==> config.mk <==
export PLATFORM = sky130hd
export DESIGN_NAME = dser_regs
export DESIGN_NICKNAME = d
export VERILOG_FILES = /design/src/include/dser_pkg.sv /design/src/include/dser_err_if.sv /design/src/logic/dser_err_counter.sv /design/src/logic/dser_regs.sv
export SDC_FILE = /design/constraint.sdc
export NUM_CORES = 1
export LEC_CHECK = 0
export BUFFER_PORTS_ARGS = -buffer_cell sky130_fd_sc_hd__buf_2
export CORE_ASPECT_RATIO = 0.75
export CORE_MARGIN = 5
export CORE_UTILIZATION = 40
export CTS_CLUSTER_DIAMETER = 80
export DETAILED_ROUTE_END_ITERATION = 7
export GPL_TIMING_DRIVEN = 0
export PLACE_DENSITY = 0.72
export SLEW_MARGIN = 20
export SYNTH_ARGS = -nofsm -noshare
export SYNTH_HDL_FRONTEND = slang
export SYNTH_HIERARCHICAL = 1
export SYNTH_SLANG_ARGS = --single-unit
==> constraint.sdc <==
create_clock -name core_clk_in -period 4.7 [get_ports core_clk_in]
set_input_delay 0.47 -clock core_clk_in [delete_from_list [all_inputs] [get_ports core_clk_in]]
set_output_delay 0.47 -clock core_clk_in [all_outputs]
set_load 0.05 [all_outputs]
==> src/include/dser_pkg.sv <==
package dser_pkg;
  // Register offsets
  localparam logic [7:0] DSER_STRAP_STATUS_OFS = 8'h37;
  localparam logic [7:0] DSER_AUDIO_DIV_OFS = 8'h3a;
  localparam logic [7:0] DSER_EQUALIZER_SETTING_STATUS_OFS = 8'h3b;
  localparam logic [7:0] DSER_LINK_ERR_OFS = 8'h41;

  // Field positions, strap_decode_status
  localparam int DSER_RATE_DONE_BIT = 7;
  localparam int DSER_RATE_LSB = 4;
  localparam int DSER_OUT_DONE_BIT = 3;
  localparam int DSER_OUT_LSB = 0;
  // Field positions, audio_clock_divider_select
  localparam int DSER_AUDIO_OV_BIT = 7;
  localparam int DSER_MDIV_LSB = 4;
  localparam int DSER_REF_OV_BIT = 2;
  localparam int DSER_MSEL_LSB = 0;
  // Field positions, link_error_threshold
  localparam int DSER_ERR_EN_BIT = 4;
  localparam int DSER_ERR_THR_LSB = 0;
  // Strap code bits
  localparam int DSER_COAX_BIT = 0;
  localparam int DSER_RATE20_BIT = 1;

  // Values after reset
  localparam logic [7:0] DSER_STRAP_STATUS_RST = 8'h00;
  localparam logic [7:0] DSER_AUDIO_DIV_RST = 8'h00;
  localparam logic [7:0] DSER_EQUALIZER_SETTING_STATUS_RST = 8'h00;
  localparam logic [3:0] DSER_ERR_THR_RST = 4'h3;
  localparam logic DSER_ERR_EN_RST = 1'b0;
  localparam logic [7:0] DSER_UNMAPPED_READ = 8'h00;

  // Writable bits of audio_clock_divider_select
  localparam logic [7:0] DSER_AUDIO_DIV_WMASK = 8'hf7;

  typedef enum logic [1:0] {
    DSER_ARR_DUAL,
    DSER_ARR_DUAL_SWAP,
    DSER_ARR_SINGLE,
    DSER_ARR_REPLICATE
  } dser_arrangement_t;

  // VCO output divide ratio from 3-bit selection
  function automatic logic [5:0] dser_mdiv_ratio(input logic [2:0] sel);
    case (sel)
      3'h0: dser_mdiv_ratio = 6'h20;
      3'h1: dser_mdiv_ratio = 6'h10;
      3'h2: dser_mdiv_ratio = 6'h08;
      3'h3: dser_mdiv_ratio = 6'h04;
      3'h4, 3'h5: dser_mdiv_ratio = 6'h02;
      default: dser_mdiv_ratio = 6'h01;
    endcase
  endfunction : dser_mdiv_ratio

  // Reference divide ratio from 2-bit selection
  function automatic logic [3:0] dser_msel_ratio(input logic [1:0] sel);
    case (sel)
      2'h0: dser_msel_ratio = 4'h1;
      2'h1: dser_msel_ratio = 4'h2;
      2'h2: dser_msel_ratio = 4'h4;
      default: dser_msel_ratio = 4'h8;
    endcase
  endfunction : dser_msel_ratio
endpackage : dser_pkg

==> src/include/dser_err_if.sv <==
`timescale 1ns/1ns
`default_nettype none
interface dser_err_if;
  logic count_en;
  logic [3:0] threshold;
  logic pix_en;
  logic link_err;
  logic lock_drop;
  logic [3:0] count;

  modport ctrl (output count_en, output threshold, output pix_en, output link_err,
                input lock_drop, input count);
  modport cnt (input count_en, input threshold, input pix_en, input link_err,
               output lock_drop, output count);
endinterface : dser_err_if
`default_nettype wire

==> src/logic/dser_err_counter.sv <==
`timescale 1ns/1ns
`default_nettype none
module dser_err_counter (
  // Clock and reset
  input wire logic core_clk_in,
  input wire logic srst_in,
  // Control and errors
  dser_err_if.cnt err
);
  import dser_pkg::*;

  logic [3:0] count_r;
  logic [3:0] count_nxt;
  logic drop_r;
  logic hit;

  always_comb begin
    count_nxt = (count_r == 4'hf) ? count_r : count_r + 4'h1;
    // Threshold of zero behaves like one: the first error already reaches it
    hit = !err.count_en || (count_nxt >= err.threshold);
  end

  // Only moves on pixel clock enables
  always_ff @(posedge core_clk_in) begin
    if (srst_in) begin
      count_r <= 4'h0;
      drop_r <= 1'b0;
    end else begin
      drop_r <= 1'b0;
      if (err.pix_en && err.link_err) begin
        if (hit) begin
          drop_r <= 1'b1;
          count_r <= 4'h0;
        end else begin
          count_r <= count_nxt;
        end
      end
    end
  end

  assign err.lock_drop = drop_r;
  assign err.count = count_r;
endmodule : dser_err_counter
`default_nettype wire

==> src/logic/dser_regs.sv <==
// Operation
// - Rate strap flag 1 only once latched
// - Rate strap: bit0 coax, bit1 20 Mbps
// - Rate strap field at bits 6 to 4
// - Output strap flag 1 only once latched
// - Output strap code selects four arrangements, repeating
// - Audio divider override picks software selection
// - VCO output divide 32 down to 1
// - Reference override replaces state machine ratio
// - Reference divide by 1, 2, 4, 8
// - Equalizer status: manual stages or adaptive
// - Port select shows second port status
// - Enable bit turns error counting on
// - Lock drops when count reaches threshold
// - Counting disabled: first error drops lock
// - Both link clocks and data lane checked
// - Error counter advances on pixel clock
// - Second port select steers reads
// - Stage one manual value in low bits
`timescale 1ns/1ns
`default_nettype none
module dser_regs (
  // Clock and reset
  input wire logic core_clk_in,
  input wire logic srst_in,
  // Register port
  input wire logic [7:0] reg_addr_in,
  input wire logic reg_wr_in,
  input wire logic [7:0] reg_wdata_in,
  input wire logic reg_rd_in,
  output logic [7:0] reg_rdata_out,
  output logic reg_rvalid_out,
  // Straps
  input wire logic [2:0] rate_strap_pin_in,
  input wire logic [2:0] output_strap_pin_in,
  // Port selection
  input wire logic second_port_select_in,
  // Equalizer, per port
  input wire logic [1:0] eq_bypass_in,
  input wire logic [5:0] eq_stage_one_in,
  input wire logic [5:0] eq_stage_two_in,
  input wire logic [5:0] aeq_port0_in,
  input wire logic [5:0] aeq_port1_in,
  // Clock dividers
  input wire logic [2:0] auto_audio_div_in,
  input wire logic [1:0] pll_state_machine_ref_div_in,
  output logic [2:0] audio_div_sel_out,
  output logic [5:0] audio_div_ratio_out,
  output logic [1:0] ref_div_sel_out,
  output logic [3:0] ref_div_ratio_out,
  // Link errors
  input wire logic pix_clk_en_in,
  input wire logic clk0_err_in,
  input wire logic clk1_err_in,
  input wire logic data_lane_err_in,
  output logic lock_drop_out,
  // Decoded straps
  output logic rate_is_20m_out,
  output logic cable_is_coax_out,
  output dser_pkg::dser_arrangement_t output_arrangement_out,
  output logic straps_latched_out
);
  import dser_pkg::*;

  typedef enum {DSER_ST_WAIT, DSER_ST_OUT, DSER_ST_RATE, DSER_ST_HOLD} dser_strap_st_t;

  dser_strap_st_t strap_st_r;
  logic [2:0] rate_cable_strap_decode_r;
  logic rate_strap_latched_r;
  logic [2:0] output_arrangement_strap_decode_r;
  logic output_strap_latched_r;
  logic [7:0] audio_div_r;
  logic count_en_r;
  logic [3:0] threshold_r;
  logic [7:0] rdata_r;
  logic rvalid_r;
  logic lock_drop_r;
  logic [2:0] audio_sel_r;
  logic [5:0] audio_ratio_r;
  logic [1:0] ref_sel_r;
  logic [3:0] ref_ratio_r;
  logic rate20_r;
  logic coax_r;
  dser_arrangement_t arr_r;
  logic [2:0] audio_sel_nxt;
  logic [1:0] ref_sel_nxt;
  logic [5:0] eq_port0;
  logic [5:0] eq_port1;
  logic [5:0] equalizer_setting;
  logic [7:0] rdata_nxt;

  dser_err_if err_bus ();

  // One strap per cycle; the decodes hold until the next reset
  always_ff @(posedge core_clk_in) begin
    if (srst_in) begin
      strap_st_r <= DSER_ST_WAIT;
      output_arrangement_strap_decode_r <= 3'h0;
      output_strap_latched_r <= 1'b0;
      rate_cable_strap_decode_r <= 3'h0;
      rate_strap_latched_r <= 1'b0;
    end else begin
      case (strap_st_r)
        DSER_ST_WAIT: begin
          strap_st_r <= DSER_ST_OUT;
        end
        DSER_ST_OUT: begin
          output_arrangement_strap_decode_r <= output_strap_pin_in;
          output_strap_latched_r <= 1'b1;
          strap_st_r <= DSER_ST_RATE;
        end
        DSER_ST_RATE: begin
          rate_cable_strap_decode_r <= rate_strap_pin_in;
          rate_strap_latched_r <= 1'b1;
          strap_st_r <= DSER_ST_HOLD;
        end
        DSER_ST_HOLD: begin
          strap_st_r <= DSER_ST_HOLD;
        end
        default: begin
          strap_st_r <= DSER_ST_WAIT;
        end
      endcase
    end
  end

  // Decoded strap outputs; upper code bit only repeats the sequence
  always_ff @(posedge core_clk_in) begin
    if (srst_in) begin
      rate20_r <= 1'b0;
      coax_r <= 1'b0;
      arr_r <= DSER_ARR_DUAL;
    end else begin
      rate20_r <= rate_cable_strap_decode_r[DSER_RATE20_BIT];
      coax_r <= rate_cable_strap_decode_r[DSER_COAX_BIT];
      arr_r <= dser_arrangement_t'(output_arrangement_strap_decode_r[1:0]);
    end
  end

  // Register writes
  always_ff @(posedge core_clk_in) begin
    if (srst_in) begin
      audio_div_r <= DSER_AUDIO_DIV_RST;
      count_en_r <= DSER_ERR_EN_RST;
      threshold_r <= DSER_ERR_THR_RST;
    end else if (reg_wr_in) begin
      if (reg_addr_in == DSER_AUDIO_DIV_OFS) begin
        audio_div_r <= reg_wdata_in & DSER_AUDIO_DIV_WMASK;
      end
      if (reg_addr_in == DSER_LINK_ERR_OFS) begin
        count_en_r <= reg_wdata_in[DSER_ERR_EN_BIT];
        threshold_r <= reg_wdata_in[DSER_ERR_THR_LSB +: 4];
      end
    end
  end

  // Divider selection and ratios
  always_comb begin
    audio_sel_nxt = audio_div_r[DSER_AUDIO_OV_BIT] ? audio_div_r[DSER_MDIV_LSB +: 3]
                                                   : auto_audio_div_in;
    ref_sel_nxt = audio_div_r[DSER_REF_OV_BIT] ? audio_div_r[DSER_MSEL_LSB +: 2]
                                               : pll_state_machine_ref_div_in;
  end

  always_ff @(posedge core_clk_in) begin
    if (srst_in) begin
      audio_sel_r <= 3'h0;
      audio_ratio_r <= dser_mdiv_ratio(3'h0);
      ref_sel_r <= 2'h0;
      ref_ratio_r <= dser_msel_ratio(2'h0);
    end else begin
      audio_sel_r <= audio_sel_nxt;
      audio_ratio_r <= dser_mdiv_ratio(audio_sel_nxt);
      ref_sel_r <= ref_sel_nxt;
      ref_ratio_r <= dser_msel_ratio(ref_sel_nxt);
    end
  end

  // Equalizer status per port: {stage two, stage one} when bypassed
  always_comb begin
    eq_port0 = eq_bypass_in[0] ? {eq_stage_two_in[2:0], eq_stage_one_in[2:0]}
                               : aeq_port0_in;
    eq_port1 = eq_bypass_in[1] ? {eq_stage_two_in[5:3], eq_stage_one_in[5:3]}
                               : aeq_port1_in;
    equalizer_setting = second_port_select_in ? eq_port1 : eq_port0;
  end

  // Read mux; reserved bits and unmapped offsets read as zero
  always_comb begin
    rdata_nxt = DSER_UNMAPPED_READ;
    case (reg_addr_in)
      DSER_STRAP_STATUS_OFS: begin
        rdata_nxt[DSER_RATE_DONE_BIT] = rate_strap_latched_r;
        rdata_nxt[DSER_RATE_LSB +: 3] = rate_cable_strap_decode_r;
        rdata_nxt[DSER_OUT_DONE_BIT] = output_strap_latched_r;
        rdata_nxt[DSER_OUT_LSB +: 3] = output_arrangement_strap_decode_r;
      end
      DSER_AUDIO_DIV_OFS: begin
        rdata_nxt = audio_div_r;
      end
      DSER_EQUALIZER_SETTING_STATUS_OFS: begin
        rdata_nxt = {2'h0, equalizer_setting};
      end
      DSER_LINK_ERR_OFS: begin
        rdata_nxt[DSER_ERR_EN_BIT] = count_en_r;
        rdata_nxt[DSER_ERR_THR_LSB +: 4] = threshold_r;
      end
      default: begin
        rdata_nxt = DSER_UNMAPPED_READ;
      end
    endcase
  end

  // Read data held until the next read
  always_ff @(posedge core_clk_in) begin
    if (srst_in) begin
      rdata_r <= DSER_UNMAPPED_READ;
      rvalid_r <= 1'b0;
    end else begin
      rvalid_r <= reg_rd_in;
      if (reg_rd_in) begin
        rdata_r <= rdata_nxt;
      end
    end
  end

  // Link error counter on pixel clock enables
  assign err_bus.count_en = count_en_r;
  assign err_bus.threshold = threshold_r;
  assign err_bus.pix_en = pix_clk_en_in;
  assign err_bus.link_err = clk0_err_in | clk1_err_in | data_lane_err_in;

  dser_err_counter u_err_counter (
    .core_clk_in (core_clk_in),
    .srst_in (srst_in),
    .err (err_bus.cnt)
  );

  // Extra stage keeps the top output a flop of this module
  always_ff @(posedge core_clk_in) begin
    if (srst_in) begin
      lock_drop_r <= 1'b0;
    end else begin
      lock_drop_r <= err_bus.lock_drop;
    end
  end

  assign reg_rdata_out = rdata_r;
  assign reg_rvalid_out = rvalid_r;
  assign audio_div_sel_out = audio_sel_r;
  assign audio_div_ratio_out = audio_ratio_r;
  assign ref_div_sel_out = ref_sel_r;
  assign ref_div_ratio_out = ref_ratio_r;
  assign lock_drop_out = lock_drop_r;
  assign rate_is_20m_out = rate20_r;
  assign cable_is_coax_out = coax_r;
  assign output_arrangement_out = arr_r;
  assign straps_latched_out = rate_strap_latched_r;
endmodule : dser_regs
`default_nettype wire

### Yosys cells after proc, flatten, opt, wreduce, memory -nomap -nowiden

Cells that the tools add are included.
W data, S select, Z words.

| storage, ports and cells | value |
|---|---|
| bits in registers | 86 |
| input bits | 62 |
| output and inout bits | 30 |
| word-level logic and storage cells | 64 |

| operators by class | value |
|---|---|
| add/sub/neg operators | 1 |
| magnitude comparators | 1 |
| equality and inequality tests | 15 |
| multiplexer cells | 13 |
| bitwise operators | 3 |
| reductions and logical operators | 11 |

Operators with widths:

| cell | number |
|---|---|
| $eq A32 B2 Y1 const B | 2 |
| $eq A32 B1 Y1 const B | 1 |
| $logic_not A32 Y1 | 1 |
| $pmux W6 S5 | 1 |
| $eq A8 B6 Y1 const B | 3 |
| $pmux W5 S4 | 1 |
| $mux W6 | 3 |
| $pmux W4 S3 | 1 |
| $pmux W3 S3 | 1 |
| $eq A8 B7 Y1 const B | 1 |
| $mux W4 | 2 |
| $eq A3 B2 Y1 const B | 2 |
| $eq A3 B3 Y1 const B | 2 |
| $pmux W2 S3 | 1 |
| $reduce_or A2 Y1 | 3 |
| $add A4 B1 Y4 const B | 1 |
| $eq A4 B4 Y1 const B | 1 |
| $ge A4 B4 Y1 | 1 |
| $reduce_and A2 Y1 | 2 |
| $eq A3 B1 Y1 const B | 1 |
| $logic_not A3 Y1 | 1 |
| $mux W3 | 1 |
| $eq A2 B1 Y1 const B | 1 |
| $eq A2 B2 Y1 const B | 1 |
| 8 further kinds | 9 |

### Logic depth before layout (Yosys ltp)

| logic depth | value |
|---|---|
| depth in word-level cells | 5 |
| mapped depth | 9 |
| depth with buffers taken out | 9 |

### Hierarchy

The synthesis kept the hierarchy.

By module, submodules not included:

| module | instances | cells each | area each (µm²) | sequential area each (µm²) |
|---|---|---|---|---|
| dser_regs | 1 | 226 | 2154.6 | 1021.0 |
| dser_err_counter | 1 | 46 | 362.8 | 100.1 |

### Worst setup path before layout

Ideal clock, no wire load.

| timing | value |
|---|---|
| path type | register -> register |
| start | register u_err_counter.count_r[0], in the netlist u_err_counter/err.count[0] |
| end | register u_err_counter.count_r[2], in the netlist u_err_counter/err.count[2] |
| data arrival time | 2.275 ns |
| required time | 4.630 ns |
| slack | 2.355 ns |
| stages on the path, launching flop included | 9 |
| buffers on the path | 0 |
| period minus slack after synthesis | 2.345 ns |
| cells stage by stage | dfxtp_1 -> ha_1 -> nand3_1 -> mux2_2 -> ha_1 -> o211ai_1 -> o2111a_2 -> or4b_1 -> a21oi_1 |

| between the ends | value |
|---|---|
| longest elaborated chain between the ends | 5 |
| elaborated cells on any way between the ends | 6 |

Ends and longest elaborated chain:

| element | line | source |
|---|---|---|
| from (decl) | dser_err_counter.sv:12 | `logic [3:0] count_r;` |
| from (signal assigned) | dser_err_counter.sv:35 | `count_r <= count_nxt;` |
| $add A4 B1 Y4 or $eq A4 B4 Y1 (tied branches) | dser_err_counter.sv:18 | `count_nxt = (count_r == 4'hf) ? count_r : count_r + 4'h1;` |
| $mux W4 (*) | dser_err_counter.sv:18 |  |
| $ge A4 B4 Y1 | dser_err_counter.sv:20 | `hit = !err.count_en \|\| (count_nxt >= err.threshold);` |
| $logic_or A1 B1 Y1 | dser_err_counter.sv:20 |  |
| $mux W4 (*) | dser_err_counter.sv:31 | `if (hit) begin` |

Every way passes the cells marked *; elsewhere a longest branch is shown, timed or not.
A chain may end at the register's enable or synchronous reset.

### Worst setup path in the final report

Ends and elaborated chain as after synthesis.

==> impl_metrics.csv <==
group,metric,value,unit
floorplanning,die_x,102,um
cts,cts_setup_buffers,0,
synth,synth_area_leader_cell,"dfxtp_1",
setup_path,cp-endpoint,"u_err_counter/err.count[2]",
synth,syn_area_per_cell,9.26,um^2
synth,synth_edf_count,0,
placement,dpl.hpwl,5170,um
cts,clk_path_buf_depth,2,
cts,cts_buffers,5,
layout,final_cell_count_no_fill,448,
flow_run,cap_viol_max_count,0,
grt,grt_first_pass_wirelength,10400,um
placement,dp_slack,2.16,ns
layout,regArea,0.00112,mm^2
cts,cts_tree,"done",
cts,holdBufCountCts,0,
setup_path,slowest_delay,0.46,ns
routing,drtIter0Drc,127,
cts,numClockSinks,56,
timing,fmax,0.388,GHz
setup_path,arrival,2.83,ns
cts,clk_pin_slew,0.10,ns
timing,setup-tns-final,0,ns
floorplanning,initial_core_util,0.404,
routing,vias_per_cell,5.03,
routing,drt-total-wl,6580,um
layout,multi_input_area,0.00129,mm^2
cts,clock-root-buffer,"clkbuf_8",
placement,placed_cells,440,
layout,n_fill_cell,598,
grt,grt_pass1_vias,2215,
cts,htreeDepth,2,
setup_path,crit_path_end_kind,"flip-flop",
setup_path,r2r-end,"u_err_counter/err.count[2]",
timing,finalHoldViolations,0,
synth,syn-num-nets,339,
floorplanning,die_area,0.00800,mm^2
setup_path,reg2reg_from,"u_err_counter/err.count[0]",
synth,yosys.area.top_type_share,0.445,
timing,setup-violations-final,0,
synth,synth_seq_area_share,0.445,
routing,dr.pass1.iters,5,
timing,fin_crit_sh,0.549,
grt,antenna_found_initial,0,
layout,nNetsFinal,433,
floorplanning,core_area,0.00622,mm^2
routing,wl_per_cell,14.7,um
synth,netlist_instances,272,
floorplanning,die_h,78.7,um
setup_path,worstSetupStartpointType,"flip-flop",
setup_path,cp_cell_sequence,"ha_1 > nand3_1 > mux2_2 > ha_1 > o211ai_1 > o2111a_2 > or4b_1 > a21oi_1",
synth,yosys_warnings,6,
synth,synthFlopType,"dfxtp_1",
setup_path,crit_top_cell,"ha_1",
floorplanning,pin_count,92,
timing,rsz0062_at_grt,"false",
setup_path,worst_r2r_path_depth,8,
grt,grt_max_degree,19,
cts,clock_latency,0.31,ns
setup_path,rrSetupSlack,2.12,ns
setup_path,crit_type,"reg -> reg",
power,power.density,317,mW/mm^2
synth,synth-async-reset-ratio,0,
routing,final_antenna_net_count,0,
layout,most-common-layout-cells,"buf_2 (92), dfxtp_1 (56), nor2_1 (34)",
power,peakVddDrop,0.153,mV
layout,diodes,0,
placement,gp_congestion,0.875,
routing,drcViolationCount,0,
setup_path,worstPathMaxFanout,7,
synth,ys_types,46,
placement,port_buffers,87,
synth,ys_ff_latch,56,
layout,syn_to_final_growth,26.8,%
timing,slew_headroom,0.587,
layout,layout_commonest_cell,"buf_2",
timing,drv_slew,0,
synth,synthesis.area,0.00252,mm^2
timing,setup_slack,2.12,ns
power,p_leak,1.46,nW
min_path,hold_path_class,"in -> reg",
layout,drive_gt1_frac,0.316,
routing,routed-via-count,2252,
grt,grt_overflow,0,
timing,clock_skew,0.0145,ns
synth,yosys-top-cells-area,"dfxtp_1 (45%), mux2i_1 (10%), nor2_1 (5.1%)",
grt,track_usage,0.166,
layout,final_core_util,0.513,
floorplanning,fp-row-count,25,
setup_path,cp_data_required_time,4.95,ns
setup_path,slowest_stage,"dfxtp_1",
power,power.total,1.01,mW
cts,cts_resized,0,
timing,min_period,2.58,ns
outcome,status,"finished clean",
setup_path,critPathLaunch,"u_err_counter/err.count[0]",
timing,worst_pin_slew,0.619,ns
layer usage:
layer	wire [um]	part of all wire	up-vias	global-route usage
met3	580	0.088	7	0.0413
met5	0	0	-	0
met1	3020	0.46	1019	0.234
li1	-	-	1152	-
met2	2920	0.44	74	0.252
met4	62	0.0094	0	0.0425
worst min-delay path by stage:
stage,startpoint,endpoint,slack (ns),cells past startpoint
3_5_place_dp,u_err_counter/err.lock_drop,lock_drop_out,0.43,1
5_1_grt,reg_wdata_in[6],audio_div_r[6],0.40,3
4_1_cts,reg_wdata_in[6],audio_div_r[6],0.38,3
6_report,reg_wdata_in[6],audio_div_r[6],0.38,3
3_3_place_gp,u_err_counter/err.lock_drop,lock_drop_out,0.43,1
2_1_floorplan,u_err_counter/err.lock_drop,lock_drop_out,0.41,1
sequential cells by signal (all words and copies together), names as in the netlist, 2 cells and up:
| register | flops |
|---|---|
| u_err_counter/err.count | 4 |
| strap_st_r | 2 |
| ref_div_sel_out | 2 |
| ref_div_ratio_out | 4 |
| output_arrangement_out | 2 |
| reg_rdata_out | 8 |
| audio_div_r | 7 |
| rate_cable_strap_decode_r | 3 |
| err_bus.threshold | 4 |
| output_arrangement_strap_decode_r | 3 |
| audio_div_sel_out | 3 |
| audio_div_ratio_out | 6 |
synthesized netlist by cell type (6+ instances only):
library cell,n
nor3_1,6
nand3_1,10
a21oi_1,16
nor2b_1,12
mux2i_1,26
nor2_1,34
dfxtp_1,56
nand2_1,21
inv_1,10
logic make-up after synthesis:
| family | share of synthesized area |
|---|---|
| AO/OA/AOI/OAI | 0.135 |
| XOR/XNOR | 0.00348 |
| adder cells (fa/ha/maj) | 0.0249 |
| buffers and inverters | 0.0413 |
| flip-flops | 0.445 |
| multiplexers | 0.117 |
| AND/OR/NAND/NOR | 0.234 |
cell type report:
class,instances,area share
Multi-Input combinational cell,192,0.405
Tap cell,81,0.0318
Timing Repair Buffer,87,0.136
Clock inverter,3,0.0216
Inverter,10,0.0118
Clock buffer,5,0.0216
Buffer,14,0.0208
Sequential cell,56,0.351
per-stage QoR:
| step | hold slack, ns | cell area, um^2 |
|---|---|---|
| floorplan | 0.414 | 2520 |
| global placement | 0.427 | 3050 |
| detailed placement | 0.426 | 3050 |
| CTS | 0.383 | 3190 |
| global route | 0.399 | 3190 |
| finish | 0.385 | 3190 |
report_power, final:
| group | total, mW | internal, mW | leakage, nW | switching, mW |
|---|---|---|---|---|
| Combinational | 0.140 | 0.0497 | 0.936 | 0.0898 |
| Sequential | 0.499 | 0.491 | 0.458 | 0.00794 |
| Clock | 0.374 | 0.214 | 0.0687 | 0.160 |
critical path, delay by kind of cell (launching register included):
| kind | cells | cell delay (ns) |
|---|---|---|
| flip-flops | 1 | 0.46 |
| AO/OA/AOI/OAI | 3 | 0.57 |
| multiplexers | 1 | 0.33 |
| adder cells (fa/ha/maj) | 2 | 0.53 |
| AND/OR/NAND/NOR | 2 | 0.63 |
Power figures use the tool's default switching activity.
